--- config.mk ---
export PLATFORM = sky130hd
export DESIGN_NAME = ifb_bank
export DESIGN_NICKNAME = d
export VERILOG_FILES = /design/src/rtl/ifb_pkg.sv /design/src/rtl/ifb_bank.sv
export SDC_FILE = /design/constraint.sdc
export NUM_CORES = 1
export LEC_CHECK = 0
export ABC_AREA = 1
export BUFFER_PORTS_ARGS = -buffer_cell sky130_fd_sc_hd__buf_2
export CORE_MARGIN = 5
export CORE_UTILIZATION = 47
export CTS_CLUSTER_DIAMETER = 200
export DETAILED_ROUTE_END_ITERATION = 10
export HOLD_SLACK_MARGIN = 0.03
export PLACE_DENSITY = 0.76
export SYNTH_ARGS = -nofsm -noshare
export SYNTH_HDL_FRONTEND = slang
export SYNTH_SLANG_ARGS = --single-unit
--- constraint.sdc ---
create_clock -name CLK -period 1.2 [get_ports CLK]
set_input_delay 0.24 -clock CLK [delete_from_list [all_inputs] [get_ports CLK]]
set_output_delay 0.24 -clock CLK [all_outputs]
set_load 0.05 [all_outputs]
--- src/rtl/ifb_pkg.sv ---
// Constants, maps and types of the interrupt flag and enable bank.
// Assumes an APB master with 32-bit data; only the low byte is used, except the low 15 bits by the status, clear and status enable registers.
package ifb_pkg;
    // Source numbering shared by flags, enables and status
    localparam int NSRC = 15;
    localparam int NPIN = 4;
    localparam int NMF = 6;
    localparam logic [3:0] SRC_NONE = 4'hf;
    localparam logic [3:0] SRC_PIN0 = 4'h0;
    localparam logic [3:0] SRC_PIN1 = 4'h1;
    localparam logic [3:0] SRC_PIN2 = 4'h2;
    localparam logic [3:0] SRC_PIN3 = 4'h3;
    localparam logic [3:0] SRC_CMP0 = 4'h4;
    localparam logic [3:0] SRC_CMP1 = 4'h5;
    localparam logic [3:0] SRC_ADC = 4'h6;
    localparam logic [3:0] SRC_TB0 = 4'h7;
    localparam logic [3:0] SRC_TB1 = 4'h8;
    localparam logic [3:0] SRC_MF0 = 4'h9;
    localparam logic [3:0] SRC_MF1 = 4'ha;
    localparam logic [3:0] SRC_MF2 = 4'hb;
    localparam logic [3:0] SRC_MF3 = 4'hc;
    localparam logic [3:0] SRC_MF4 = 4'hd;
    localparam logic [3:0] SRC_MF5 = 4'he;
    // Sources that exist in the small and the large variant
    localparam logic [NSRC-1:0] PRESENT_SMALL = 15'h1ff3;
    localparam logic [NSRC-1:0] PRESENT_LARGE = 15'h7fff;
    // Byte addresses on APB
    localparam logic [7:0] ADDR_EDGE = 8'h00;
    localparam logic [7:0] ADDR_FIRST = 8'h04;
    localparam logic [7:0] ADDR_SECOND = 8'h08;
    localparam logic [7:0] ADDR_THIRD = 8'h0c;
    localparam logic [7:0] ADDR_FOURTH = 8'h10;
    localparam logic [7:0] ADDR_STAT = 8'h14;
    localparam logic [7:0] ADDR_CLR = 8'h18;
    localparam logic [7:0] ADDR_IEN = 8'h1c;
    // Field positions
    localparam int GIE_BIT = 0;
    localparam int FIRST_EN_LSB = 1;
    localparam int FLAG_LSB = 4;
    localparam int EN_LSB = 0;
    localparam int EDGE_UPPER_LSB = 4;
    // Reset values
    localparam logic [7:0] REG_RST = 8'h00;
    localparam logic [NSRC-1:0] SRC_RST = 15'h0000;
    // Edge select encoding
    typedef enum logic [1:0] {
        EDGE_OFF = 2'b00,
        EDGE_RISE = 2'b01,
        EDGE_FALL = 2'b10,
        EDGE_BOTH = 2'b11
    } ifb_edge_e;
    // Slot map: [register][slot] gives source; first register uses slots 0..2
    typedef logic [3:0] ifb_map_t [0:3][0:3];
    localparam ifb_map_t MAP_SMALL = '{
        '{SRC_PIN0, SRC_PIN1, SRC_CMP0, SRC_NONE},
        '{SRC_CMP1, SRC_MF0, SRC_MF1, SRC_ADC},
        '{SRC_MF2, SRC_TB0, SRC_TB1, SRC_MF3},
        '{SRC_NONE, SRC_NONE, SRC_NONE, SRC_NONE}};
    localparam ifb_map_t MAP_LARGE = '{
        '{SRC_PIN0, SRC_PIN1, SRC_PIN2, SRC_NONE},
        '{SRC_PIN3, SRC_CMP0, SRC_CMP1, SRC_MF0},
        '{SRC_MF1, SRC_MF2, SRC_MF3, SRC_ADC},
        '{SRC_MF4, SRC_TB0, SRC_TB1, SRC_MF5}};
endpackage

--- src/rtl/ifb_bank.sv ---
// Interrupt flag and enable bank with APB register access.
// Assumes event inputs are one-cycle pulses synchronous to CLK.
//
// Implementation choices: the register offsets and the APB interface to the registers.
module ifb_bank #(
    parameter int LARGE = 0
) (
    // Clock and reset
    input wire logic CLK,
    input wire logic RSTN,
    // APB slave
    input wire logic PSEL,
    input wire logic PENABLE,
    input wire logic PWRITE,
    input wire logic [7:0] PADDR,
    input wire logic [31:0] PWDATA,
    output logic [31:0] PRDATA,
    output logic PREADY,
    output logic PSLVERR,
    // Event sources
    input wire logic [ifb_pkg::NPIN-1:0] EXT_PIN,
    input wire logic [1:0] CMP_EVT,
    input wire logic ADC_EVT,
    input wire logic [1:0] TB_EVT,
    input wire logic [ifb_pkg::NMF-1:0] MF_EVT,
    // Requests to the core and system interrupt
    output logic CPU_IRQ,
    output logic [ifb_pkg::NSRC-1:0] CPU_IRQ_VEC,
    output logic IRQ
);
    import ifb_pkg::*;

    // Only the two documented layouts can be served
    generate
        if (LARGE != 0 && LARGE != 1) begin : g_chk
            $error("LARGE must be 0 or 1");
        end
    endgenerate

    localparam ifb_map_t MAP = (LARGE != 0) ? MAP_LARGE : MAP_SMALL;
    localparam logic [NSRC-1:0] PRESENT = (LARGE != 0) ? PRESENT_LARGE : PRESENT_SMALL;
    localparam logic [7:0] EDGE_MASK = (LARGE != 0) ? 8'hff : 8'h0f;

    logic [7:0] edge_reg;
    logic gie_reg;
    logic [NSRC-1:0] flag_reg;
    logic [NSRC-1:0] flag_next;
    logic [NSRC-1:0] en_reg;
    logic [NSRC-1:0] en_next;
    logic [NSRC-1:0] stat_reg;
    logic [NSRC-1:0] ien_reg;
    logic [31:0] prdata_reg;
    logic [NPIN-1:0] pin_s1_reg;
    logic [NPIN-1:0] pin_s2_reg;
    logic [NPIN-1:0] pin_s3_reg;
    logic [NPIN-1:0] pin_det;
    logic [NPIN-1:0] pin_edge_reg;
    logic [NSRC-1:0] hw_set;
    logic [NSRC-1:0] sw_wf;
    logic [NSRC-1:0] sw_fv;
    logic [NSRC-1:0] sw_we;
    logic [NSRC-1:0] sw_ev;
    logic setup;
    logic wr_acc;
    logic mapped;
    logic [3:0] sel;
    logic [7:0] wbyte;

    // Bus phases; zero wait states keep the core's access short
    assign setup = PSEL && !PENABLE;
    assign wr_acc = PSEL && PENABLE && PWRITE;
    assign wbyte = PWDATA[7:0];
    assign PREADY = 1'b1;
    assign PRDATA = prdata_reg;

    // Address decode of the four control registers
    assign sel[0] = (PADDR == ADDR_FIRST);
    assign sel[1] = (PADDR == ADDR_SECOND);
    assign sel[2] = (PADDR == ADDR_THIRD);
    assign sel[3] = (PADDR == ADDR_FOURTH) && (LARGE != 0);

    // Unmapped offsets answer with an error in the access phase
    always_comb begin
        case (PADDR)
            ADDR_EDGE, ADDR_FIRST, ADDR_SECOND, ADDR_THIRD,
            ADDR_STAT, ADDR_CLR, ADDR_IEN: mapped = 1'b1;
            ADDR_FOURTH: mapped = (LARGE != 0);
            default: mapped = 1'b0;
        endcase
    end
    assign PSLVERR = PSEL && PENABLE && !mapped;

    // Build one control byte from the slot map
    function automatic logic [7:0] ctrl_byte(
        input int r,
        input logic [NSRC-1:0] f,
        input logic [NSRC-1:0] e,
        input logic g
    );
        logic [7:0] b;
        logic [3:0] s;
        b = 8'h00;
        for (int k = 0; k < 4; k++) begin
            s = MAP[r][k];
            if (s != SRC_NONE) begin
                b[FLAG_LSB + k] = f[s];
                if (r == 0) begin
                    b[FIRST_EN_LSB + k] = e[s];
                end else begin
                    b[EN_LSB + k] = e[s];
                end
            end
        end
        if (r == 0) begin
            b[GIE_BIT] = g;
            b[7] = 1'b0;
        end
        return b;
    endfunction

    // Software writes routed to sources through the slot map
    always_comb begin
        sw_wf = '0;
        sw_fv = '0;
        sw_we = '0;
        sw_ev = '0;
        for (int r = 0; r < 4; r++) begin
            for (int k = 0; k < 4; k++) begin
                if (wr_acc && sel[r] && MAP[r][k] != SRC_NONE) begin
                    sw_wf[MAP[r][k]] = 1'b1;
                    sw_fv[MAP[r][k]] = wbyte[FLAG_LSB + k];
                    sw_we[MAP[r][k]] = 1'b1;
                    if (r == 0) begin
                        sw_ev[MAP[r][k]] = wbyte[FIRST_EN_LSB + k];
                    end else begin
                        sw_ev[MAP[r][k]] = wbyte[EN_LSB + k];
                    end
                end
            end
        end
    end

    // Read data captured in the setup cycle, held through access
    always_ff @(posedge CLK) begin
        if (!RSTN) begin
            prdata_reg <= 32'h0000_0000;
        end else if (setup) begin
            prdata_reg <= 32'h0000_0000;
            case (PADDR)
                ADDR_EDGE: prdata_reg[7:0] <= edge_reg;
                ADDR_FIRST: prdata_reg[7:0] <= ctrl_byte(0, flag_reg, en_reg, gie_reg);
                ADDR_SECOND: prdata_reg[7:0] <= ctrl_byte(1, flag_reg, en_reg, gie_reg);
                ADDR_THIRD: prdata_reg[7:0] <= ctrl_byte(2, flag_reg, en_reg, gie_reg);
                ADDR_FOURTH: prdata_reg[7:0] <= ctrl_byte(3, flag_reg, en_reg, gie_reg);
                ADDR_STAT: prdata_reg[NSRC-1:0] <= stat_reg;
                ADDR_IEN: prdata_reg[NSRC-1:0] <= ien_reg;
                default: prdata_reg <= 32'h0000_0000;
            endcase
        end
    end

    // Edge select; upper fields only exist in the large variant
    always_ff @(posedge CLK) begin
        if (!RSTN) begin
            edge_reg <= REG_RST;
        end else if (wr_acc && PADDR == ADDR_EDGE) begin
            edge_reg <= wbyte & EDGE_MASK;
        end
    end

    // Global enable; bit 7 of the first register has no storage
    always_ff @(posedge CLK) begin
        if (!RSTN) begin
            gie_reg <= 1'b0;
        end else if (wr_acc && sel[0]) begin
            gie_reg <= wbyte[GIE_BIT];
        end
    end

    // Pin sampling chain; s1 only feeds s2
    always_ff @(posedge CLK) begin
        if (!RSTN) begin
            pin_s1_reg <= '0;
            pin_s2_reg <= '0;
            pin_s3_reg <= '0;
        end else begin
            pin_s1_reg <= EXT_PIN;
            pin_s2_reg <= pin_s1_reg;
            pin_s3_reg <= pin_s2_reg;
        end
    end

    // Per-pin edge qualifier from its two-bit field
    generate
        for (genvar p = 0; p < NPIN; p++) begin : g_pin
            logic rise;
            logic fall;
            logic [1:0] fld;
            assign fld = edge_reg[2*p +: 2];
            assign rise = pin_s2_reg[p] && !pin_s3_reg[p];
            assign fall = !pin_s2_reg[p] && pin_s3_reg[p];
            always_comb begin
                case (fld)
                    EDGE_RISE: pin_det[p] = rise;
                    EDGE_FALL: pin_det[p] = fall;
                    EDGE_BOTH: pin_det[p] = rise || fall;
                    default: pin_det[p] = 1'b0;
                endcase
            end
        end
    endgenerate

    // Detected edge registered; the flag follows a cycle later
    always_ff @(posedge CLK) begin
        if (!RSTN) begin
            pin_edge_reg <= '0;
        end else begin
            pin_edge_reg <= pin_det;
        end
    end

    // Hardware set vector in source order, absent sources dropped
    assign hw_set = {MF_EVT, TB_EVT, ADC_EVT, CMP_EVT, pin_edge_reg} & PRESENT;

    // Flag and enable next values; a hardware set beats a software clear
    generate
        for (genvar i = 0; i < NSRC; i++) begin : g_src
            assign flag_next[i] = PRESENT[i] &&
                ((sw_wf[i] ? sw_fv[i] : flag_reg[i]) || hw_set[i]);
            assign en_next[i] = PRESENT[i] && (sw_we[i] ? sw_ev[i] : en_reg[i]);
        end
    endgenerate

    // Request flags
    always_ff @(posedge CLK) begin
        if (!RSTN) begin
            flag_reg <= SRC_RST;
        end else begin
            flag_reg <= flag_next;
        end
    end

    // Source enables
    always_ff @(posedge CLK) begin
        if (!RSTN) begin
            en_reg <= SRC_RST;
        end else begin
            en_reg <= en_next;
        end
    end

    // Sticky event status; write-one-to-clear, set wins
    always_ff @(posedge CLK) begin
        if (!RSTN) begin
            stat_reg <= SRC_RST;
        end else if (wr_acc && PADDR == ADDR_CLR) begin
            stat_reg <= (stat_reg & ~PWDATA[NSRC-1:0]) | hw_set;
        end else begin
            stat_reg <= stat_reg | hw_set;
        end
    end

    // Status interrupt enables
    always_ff @(posedge CLK) begin
        if (!RSTN) begin
            ien_reg <= SRC_RST;
        end else if (wr_acc && PADDR == ADDR_IEN) begin
            ien_reg <= PWDATA[NSRC-1:0];
        end
    end

    // Core request vector needs flag and enable; CPU_IRQ also needs the global enable
    assign CPU_IRQ_VEC = flag_reg & en_reg;
    assign CPU_IRQ = gie_reg && (|CPU_IRQ_VEC);
    // System interrupt level from sticky status
    assign IRQ = |(stat_reg & ien_reg);

    generate
        for (genvar q = 0; q < NPIN; q++) begin : g_ast
            if (PRESENT[q]) begin : g_have

            end

        end
    endgenerate
endmodule

# Yosys cells after proc, flatten, opt, wreduce, memory -nomap -nowiden
# Memories as Yosys holds them, arrays and structs flattened.
# Index checks and enable logic that the tools add are counted.
[classes] n_reduce_logical=38 mux=42 n_eq_ne=12 n_bitwise=6
[op_table] cell="8-bit one-hot mux with 6 select lines" count=1
[op_table] cell="15-bit bitwise AND" count=3
[op_table] cell="1-bit two-way mux" count=37
[op_table] cell="15-bit by 13-bit bitwise OR with 15-bit output" count=2
[op_table] cell="15-bit OR reduction" count=2
[op_table] cell="8-bit by 5-bit == test with 1-bit output (second input constant)" count=3
[op_table] cell="8-bit by 4-bit == test with 1-bit output (second input constant)" count=2
[op_table] cell="1-bit logical AND" count=15
[op_table] cell="15-bit two-way mux" count=1
[op_table] cell="15-bit inverter" count=1
[op_table] cell="7-bit one-hot mux with 2 select lines" count=1
[op_table] cell="1-bit logical OR" count=13
[op_table] cell="2-bit == test (second input constant)" count=4
[op_table] cell="8-bit by 3-bit == test with 1-bit output (second input constant)" count=1
[op_table] cell="8-bit zero test" count=1
[op_table] cell="1-bit zero test" count=6
[op_table] cell="1-bit one-hot mux with 3 select lines" count=2
[op_table] cell="2-bit by 1-bit == test with 1-bit output (second input constant)" count=2
[op_table] cell="3-bit zero test" count=1
[word_totals] reg_bits=88 rom_bits=32 memories=1 elab_cells=114
[memory_table] name="(no name shown)" depth=32 width=1 read_ports=1 rd_clocked_by_memory_dff=0 wr=0 line_no="ifb_bank.sv:84" rtl="case (PADDR)"

# Longest topological paths before layout
# Gate-level depths: netlist of the first run.
[depth] word_depth=6 ltp_mapped=10 ltp_nobuf=10

# Least setup slack after synthesis of the first run
# No wires, ideal clock.
[synth_timing] kind="input to output" startpoint="input PADDR[2]" endpoint="output PSLVERR" n_path_buf=0 arrival_ps=1196 stages=3 required_ps=960 setup_slack_ps=-236 path_cell_list="inv_1 > a31oi_1 > a31oi_1"
[synth_between] elab_chain_cells=4
[synth_rtl] element="start: declaration" line_no="ifb_bank.sv:15" rtl="input wire logic [7:0] PADDR,"
[synth_rtl] element="memory read 32 x 1 bit"
[synth_rtl] element="1-bit two-way mux" line_no="ifb_bank.sv:84"
[synth_rtl] element="1-bit zero test" line_no="ifb_bank.sv:91" rtl="assign PSLVERR = PSEL && PENABLE && !mapped;"
[synth_rtl] element="1-bit logical AND" line_no="ifb_bank.sv:91"
[synth_rtl] element="end: declaration" line_no="ifb_bank.sv:19" rtl="output logic PSLVERR,"
# No other way between the ends.

# Worst setup path after layout of the first run
[layout_timing] startpoint="register ien_reg[3]" endpoint="output IRQ"
[layout_between] elab_chain_cells=2
[layout_rtl] element="start: declaration" line_no="ifb_bank.sv:51" rtl="logic [NSRC-1:0] ien_reg;"
[layout_rtl] element="start signal: assignment" line_no="ifb_bank.sv:268" rtl="ien_reg <= PWDATA[NSRC-1:0];"
[layout_rtl] element="15-bit bitwise AND" line_no="ifb_bank.sv:276" rtl="assign IRQ = |(stat_reg & ien_reg);"
[layout_rtl] element="15-bit OR reduction" line_no="ifb_bank.sv:276"
[layout_rtl] element="end: declaration" line_no="ifb_bank.sv:29" rtl="output logic IRQ"
# No other way between the ends.

==> results of run 1 <==
layer usage:
layer | wire [um] | share of wire [%] | vias up
li1 | - | - | 2005
met1 | 5010 | 40 | 1928
met2 | 5890 | 46 | 249
met3 | 1300 | 10 | 47
met4 | 472 | 3.7 | 0
met5 | 0 | 0 | -
worst max-delay path: stages, from the launching register on:
cell,delay (ns)
dfxtp_2,0.33
nand2_2,0.08
nand2_2,0.05
a221oi_2,0.23
nand4_1,0.17
buf_6,0.19
repair_timing:
| action | CTS | global route |
|---|---|---|
| resized for setup | 114 | 38 |
| pin swaps | 10 | 12 |
| gates cloned | 0 | 0 |
| setup buffers | 9 | 6 |
| setup endpoints to repair | 28 | 30 |
logic make-up (layout without fill, tap and decap cells):
logic type	after synthesis	count (layout)	synth area share, %
adder cells (fa/ha/maj)	4	4	1.26
buffers and inverters	143	267	16.9
AO/OA/AOI/OAI	145	145	20.1
flip-flops	80	80	40.4
other	2	22	0.189
AND/OR/NAND/NOR	173	173	21.2
synthesized netlist by cell type (all sizes together):
cell type  number  area (um^2)
ha              4         50.1
clkinv          5         21.3
o22ai           3         18.8
nand3          45          238
buf            35          259
nand4           6         37.5
dfxtp          80         1600
o21ai          66          334
conb            2         7.51
nor2           27          180
nand2          95          384
inv            97          367
o221ai          4         35.0
o211ai          5         42.5
o21bai          3         22.5
a21oi          57          289
o21a            1         7.51
o31ai           1         7.51
a221oi          3         26.3
a31oi           2         12.5
clkbuf          6         22.5
where the power goes:
group / total (mW) / internal (mW) / switching (mW) / leakage [nW]
Sequential: 2.78 / 2.72 / 0.0532 / 0.664
Clock: 1.97 / 1.01 / 0.968 / 0.102
Combinational: 0.817 / 0.260 / 0.557 / 2.10
final timing paths:
path / from / endpoint / slack, ns / depth (start not counted)
max: ien_reg[3] / IRQ / -0.45 / 5
min: EXT_PIN[1] / pin_s1_reg[1] / 0.08 / 3
max reg2reg: pin_s2_reg[0] / pin_edge_reg[0] / 0.10 / 5
min reg2reg: pin_s1_reg[1] / pin_s2_reg[1] / 0.41 / 2
layout make-up:
type | count | area, um^2
clock inverter | 5 | 57.6
sequential | 80 | 1640
timing repair buffer | 150 | 1200
tap | 105 | 131
inverter | 102 | 435
fill | 666 | 2690
multi-input combinational | 344 | 1920
clock buffer | 10 | 138
through the flow:
step	instance area [um^2]	instances	worst slack [ns]	util (%)	power [mW]
floorplan	4120	567	-0.107	-	3.37
global placement	4910	775	-0.235	59.7	3.59
detailed placement	4910	775	-0.304	59.7	3.61
CTS	5400	792	-0.453	65.8	5.57
global route	5530	796	-0.489	67.3	5.76
finish	5530	796	-0.451	67.3	5.57
==> impl_metrics.yaml, run 1 <==
outcome:
  status: "finished with violations"
  violations: "setup timing"
logic_synthesis:
  synth_seq_area_share_pct: 40.4
  syn_area_um2: 3960
  syn_area_per_cell_um2: 7.25
  synth.distinct_cells: 37
  yosys_warnings: 0
  synth_seq_cells: 80
  synth_cells: 547
clock_network:
  hold_buffers: 0
  cts_made_buffers: 9
  cts-root-to-sink-buffers: 2
  root_buffer: "clkbuf_8"
  cts_sinks: 80
  clk_pin_slew_ns: 0.08
  cts_tree: "done"
  worstSkewPairLatency_ns: 0.35
  cts_max_level: 3
global_routing:
  grt_max_degree: 50
  grt_overflow: 0
  grt_pass1_wl_mm: 19.9
  grt_util_met2_pct: 40.9
  use_met1_pct: 32.1
  met3_usage_pct: 4.23
  grt_pass1_vias: 4123
  antenna_found_initial: 0
  top_usage_layer: "met2"
  track_usage_pct: 24.6
route:
  drt-total-wl_mm: 12.7
  drc: 0
  drt-pass1-iter-count: 8
  drtAntennaViolNets: 0
  wire_per_inst_um: 15.9
  vias_per_cell: 5.31
  vias: 4229
  drt_iter0_markers: 388
worst_setup_path:
  arrival_ns: 1.41
  cp-end-kind: "primary output"
  cp_max_fo: 2
  required_ns: 0.96
  path_class: "reg2out"
  critPathLaunchType: "register"
floorplan:
  core_region_area_um2: 8220
  dieArea_um2: 10400
  initial_core_util_pct: 48.2
  row_count: 33
  io_pins: 111
  fp.dieH_um: 102
  die_x_um: 102
timing:
  skew_ns: 0.00793
  period_share_pct: 138
  hold_viol: 0
  fin_setup_tns_ns: -2.82
  fin_crit_ns: 1.65
  slew_violations: 0
  setup_viol: 13
  grt_setup_unrepaired: "true"
  hold_slack_ns: 0.0762
  fmax_mhz: 606
  fin_ws_ns: -0.451
power:
  max-vdd-ir-drop_mv: 0.782
  p_leak_nw: 2.86
  power_density_nw_per_um2: 1010
cells_and_area:
  area_growth_pct: 39.5
  layout_common_cells: "86 x buf_4, 75 x inv_1, 71 x nand2_1"
  finalNetCount: 751
  antenna_cells: 0
  drive_above_1_share_pct: 38.2
  final_common_cell: "buf_4"
placed_design:
  portBuffers: 67
  gp_congestion: 0.878
  place_hpwl_mm: 8.96
hold_path:
  hold_class: "in2reg"
flow_run:
  max-cap-violations: 0
(Power assumes the default switching activity.)
==> inputs of run 2 (changes only) <==
Settings changed: ABC_AREA 1 to unset, CORE_MARGIN 5 to unset, CORE_UTILIZATION 47 to 46, PLACE_DENSITY 0.76 to 0.75.
==> run 2 against run 1 <==
  * The flow still finishes with violations (setup timing)
  * First-iteration DRC count rose by 3.4%
  * Core utilization rose by 4.6 points
  * Hold slack improved by 0.011 ns
  * Combinational power fell by 7.2%
  * Register-to-register slack got worse by 0.21 ns
  * Critical endpoint is now CPU_IRQ
  * Largest power group unchanged
==> impl_metrics.yaml, run 2 <==
global_routing:
  grt_pass1_wl_mm: 17.7
  track_usage_pct: 27.3
  grt_pass1_vias: 3552
  grt_overflow: 0
  grt_max_degree: 54
  antenna_found_initial: 0
outcome:
  violations: "setup timing"
  status: "finished with violations"
floorplan:
  row_count: 32
  core_region_area_um2: 7770
  io_pins: 111
  die_x_um: 91.9
  dieArea_um2: 8450
  initial_core_util_pct: 47.9
  fp.dieH_um: 91.9
clock_network:
  root_buffer: "clkbuf_8"
  worstSkewPairLatency_ns: 0.34
  cts_sinks: 80
  cts_made_buffers: 9
  hold_buffers: 0
  cts_max_level: 3
  cts-root-to-sink-buffers: 2
  clk_pin_slew_ns: 0.08
  cts_tree: "done"
logic_synthesis:
  synthArstFlopShare_pct: 0
  yosysMostFrequentCell: "dfxtp_1"
  synth_area_leader_cell: "dfxtp_1"
  synth_seq_area_share_pct: 43.1
  yosys_warnings: 0
  ys.flop_type: "dfxtp_1"
  synth.distinct_cells: 44
  yosysTopAreaCellShare_pct: 43.1
  synth_area_leaders: "dfxtp_1 43%, mux2i_1 8.9%, a21oi_1 4.6%"
  syn_area_per_cell_um2: 8.90
  synth-edff-count: 0
  synthTopCellsByCount: "80 x dfxtp_1, 34 x a21oi_1, 33 x mux2i_1"
  syn_area_um2: 3720
  synth_seq_cells: 80
  synth_cells: 418
timing:
  fmax_mhz: 394
  fin_ws_ns: -1.34
  fin_crit_ns: 2.54
  period_share_pct: 212
  grt_setup_unrepaired: "true"
  hold_slack_ns: 0.0870
  hold_viol: 0
  slew_violations: 0
  skew_ns: 0.00445
  setup_viol: 23
worst_setup_path:
  arrival_ns: 2.30
  critPathLaunchType: "register"
  slowest_stage: "or4_4"
  path_cells: "and2_4 > or4_4 > or4_4 > o41a_4 > buf_8"
  max_stage_delay_ns: 0.52
  r2r_start: "en_reg[7]"
  crit_path_start: "flag_reg[12]"
  cp_top_family: "simple AND/OR/NAND/NOR gates"
  path_buf_inv: 1
  cp_max_fo: 2
  path_class: "reg2out"
  crit_path_frequent_cell: "or4_4"
  cp-end-kind: "primary output"
  required_ns: 0.96
placed_design:
  placed_area_um2: 4820
  portBuffers: 67
  gp_congestion: 0.887
  place_hpwl_mm: 7.85
  dpl_worst_slack_ns: -1.06
route:
  drt_iter0_markers: 401
  vias_per_cell: 5.75
  wire_per_inst_um: 18.7
  vias: 3872
  drtAntennaViolNets: 0
  drt-pass1-iter-count: 7
  drc: 0
  drt-total-wl_mm: 12.6
power:
  p_leak_nw: 2.55
  max-vdd-ir-drop_mv: 0.517
  power_density_nw_per_um2: 1020
cells_and_area:
  layout_common_cells: "74 x buf_4, 58 x dfxtp_1, 36 x buf_2"
  drive_above_1_share_pct: 46.1
  antenna_cells: 0
  finalNetCount: 630
  area_growth_pct: 50.1
  final_common_cell: "buf_4"
  design_area_um2: 5580
  fill_cells: 526
hold_path:
  hold_class: "in2reg"
  worstHoldStart: "PWDATA[14]"
flow_run:
  max-cap-violations: 0
run 2: changes by cell type after synthesis, moves of 6 or more:
cell / previous run / this run
inv_1: 92 / 19
nand2_1: 88 / 31
o21ai_0: 47 / 12
mux2i_1: 0 / 33
nand3_1: 44 / 16
a21oi_1: 56 / 34
a22oi_1: 0 / 19
and2_1: 0 / 17
nor2_1: 18 / 32
mux2_2: 0 / 12
o21ai_1: 18 / 8
a31oi_1: 2 / 11
clkbuf_1: 6 / 12
run 2: worst paths after layout:
check / cells after the start / slack, ns / to
setup / recovery: 5 / -1.34 / CPU_IRQ
hold / removal: 2 / 0.09 / stat_reg[14]
setup reg to reg: 6 / -0.11 / PRDATA[1]
hold reg to reg: 1 / 0.44 / pin_s2_reg[0]
run 2: kinds of logic (layout without fill, tap and decap cells):
| family | count (synthesis) | in the layout | synth area share [%] |
|---|---|---|---|
| buf+inv | 63 | 196 | 8.75 |
| mux | 47 | 47 | 13.7 |
| compound gates | 98 | 98 | 16.3 |
| other cells | 2 | 22 | 0.202 |
| flops | 80 | 80 | 43.1 |
| fa+ha+maj | 4 | 4 | 1.35 |
| simple gates | 124 | 124 | 16.7 |
run 2: final cells by class:
cell class	instances	area (um^2)	area share (%)
clock inverter	6	82.6	1.48
sequential	80	1630	29.2
multi-input combinational	295	2130	38.1
inverter	20	75.1	1.34
tap	102	128	2.29
timing repair buffer	160	1400	25.1
clock buffer	10	138	2.46
run 2: through the flow:
| step | utilization, % | TNS (ns) | power, mW | instances |
|---|---|---|---|---|
| after floorplan | - | -5.51 | 3.23 | 438 |
| after global placement | 62.0 | -15.66 | 3.47 | 642 |
| after detailed placement | 62.0 | -16.32 | 3.48 | 642 |
| after CTS | 68.8 | -3.00 | 5.65 | 664 |
| after global routing | 71.9 | -4.35 | 5.86 | 673 |
| final | 71.9 | -3.48 | 5.69 | 673 |
run 2: power breakdown:
part,internal [mW],total [mW],switching [mW]
clock network,1.22,2.19,0.972
registers,2.71,2.74,0.0345
logic,0.279,0.758,0.479
run 2: layer usage:
metal	part of all wire, %	GRT usage, %	up-vias
met5	0	0	-
met4	4.7	15.0	0
met3	8.3	4.98	55
met2	49	45.5	232
met1	38	33.1	1848
li1	-	-	1737
run 2: timing repair:
item	CTS	global route
cloned	0	3
hold endpoints to repair	0	0
endpoints found under the setup margin	24	41
gates resized for setup	91	39
buffers inserted	6	8
pin swaps	18	14
run 2: worst reg2reg max path: stages, from the launching register on:
cell     delay (ns)
dfxtp_2        0.34
buf_6          0.11
buf_6          0.10
mux2_4         0.27
a22oi_2        0.13
o22a_1         0.16
o21ai_1        0.07
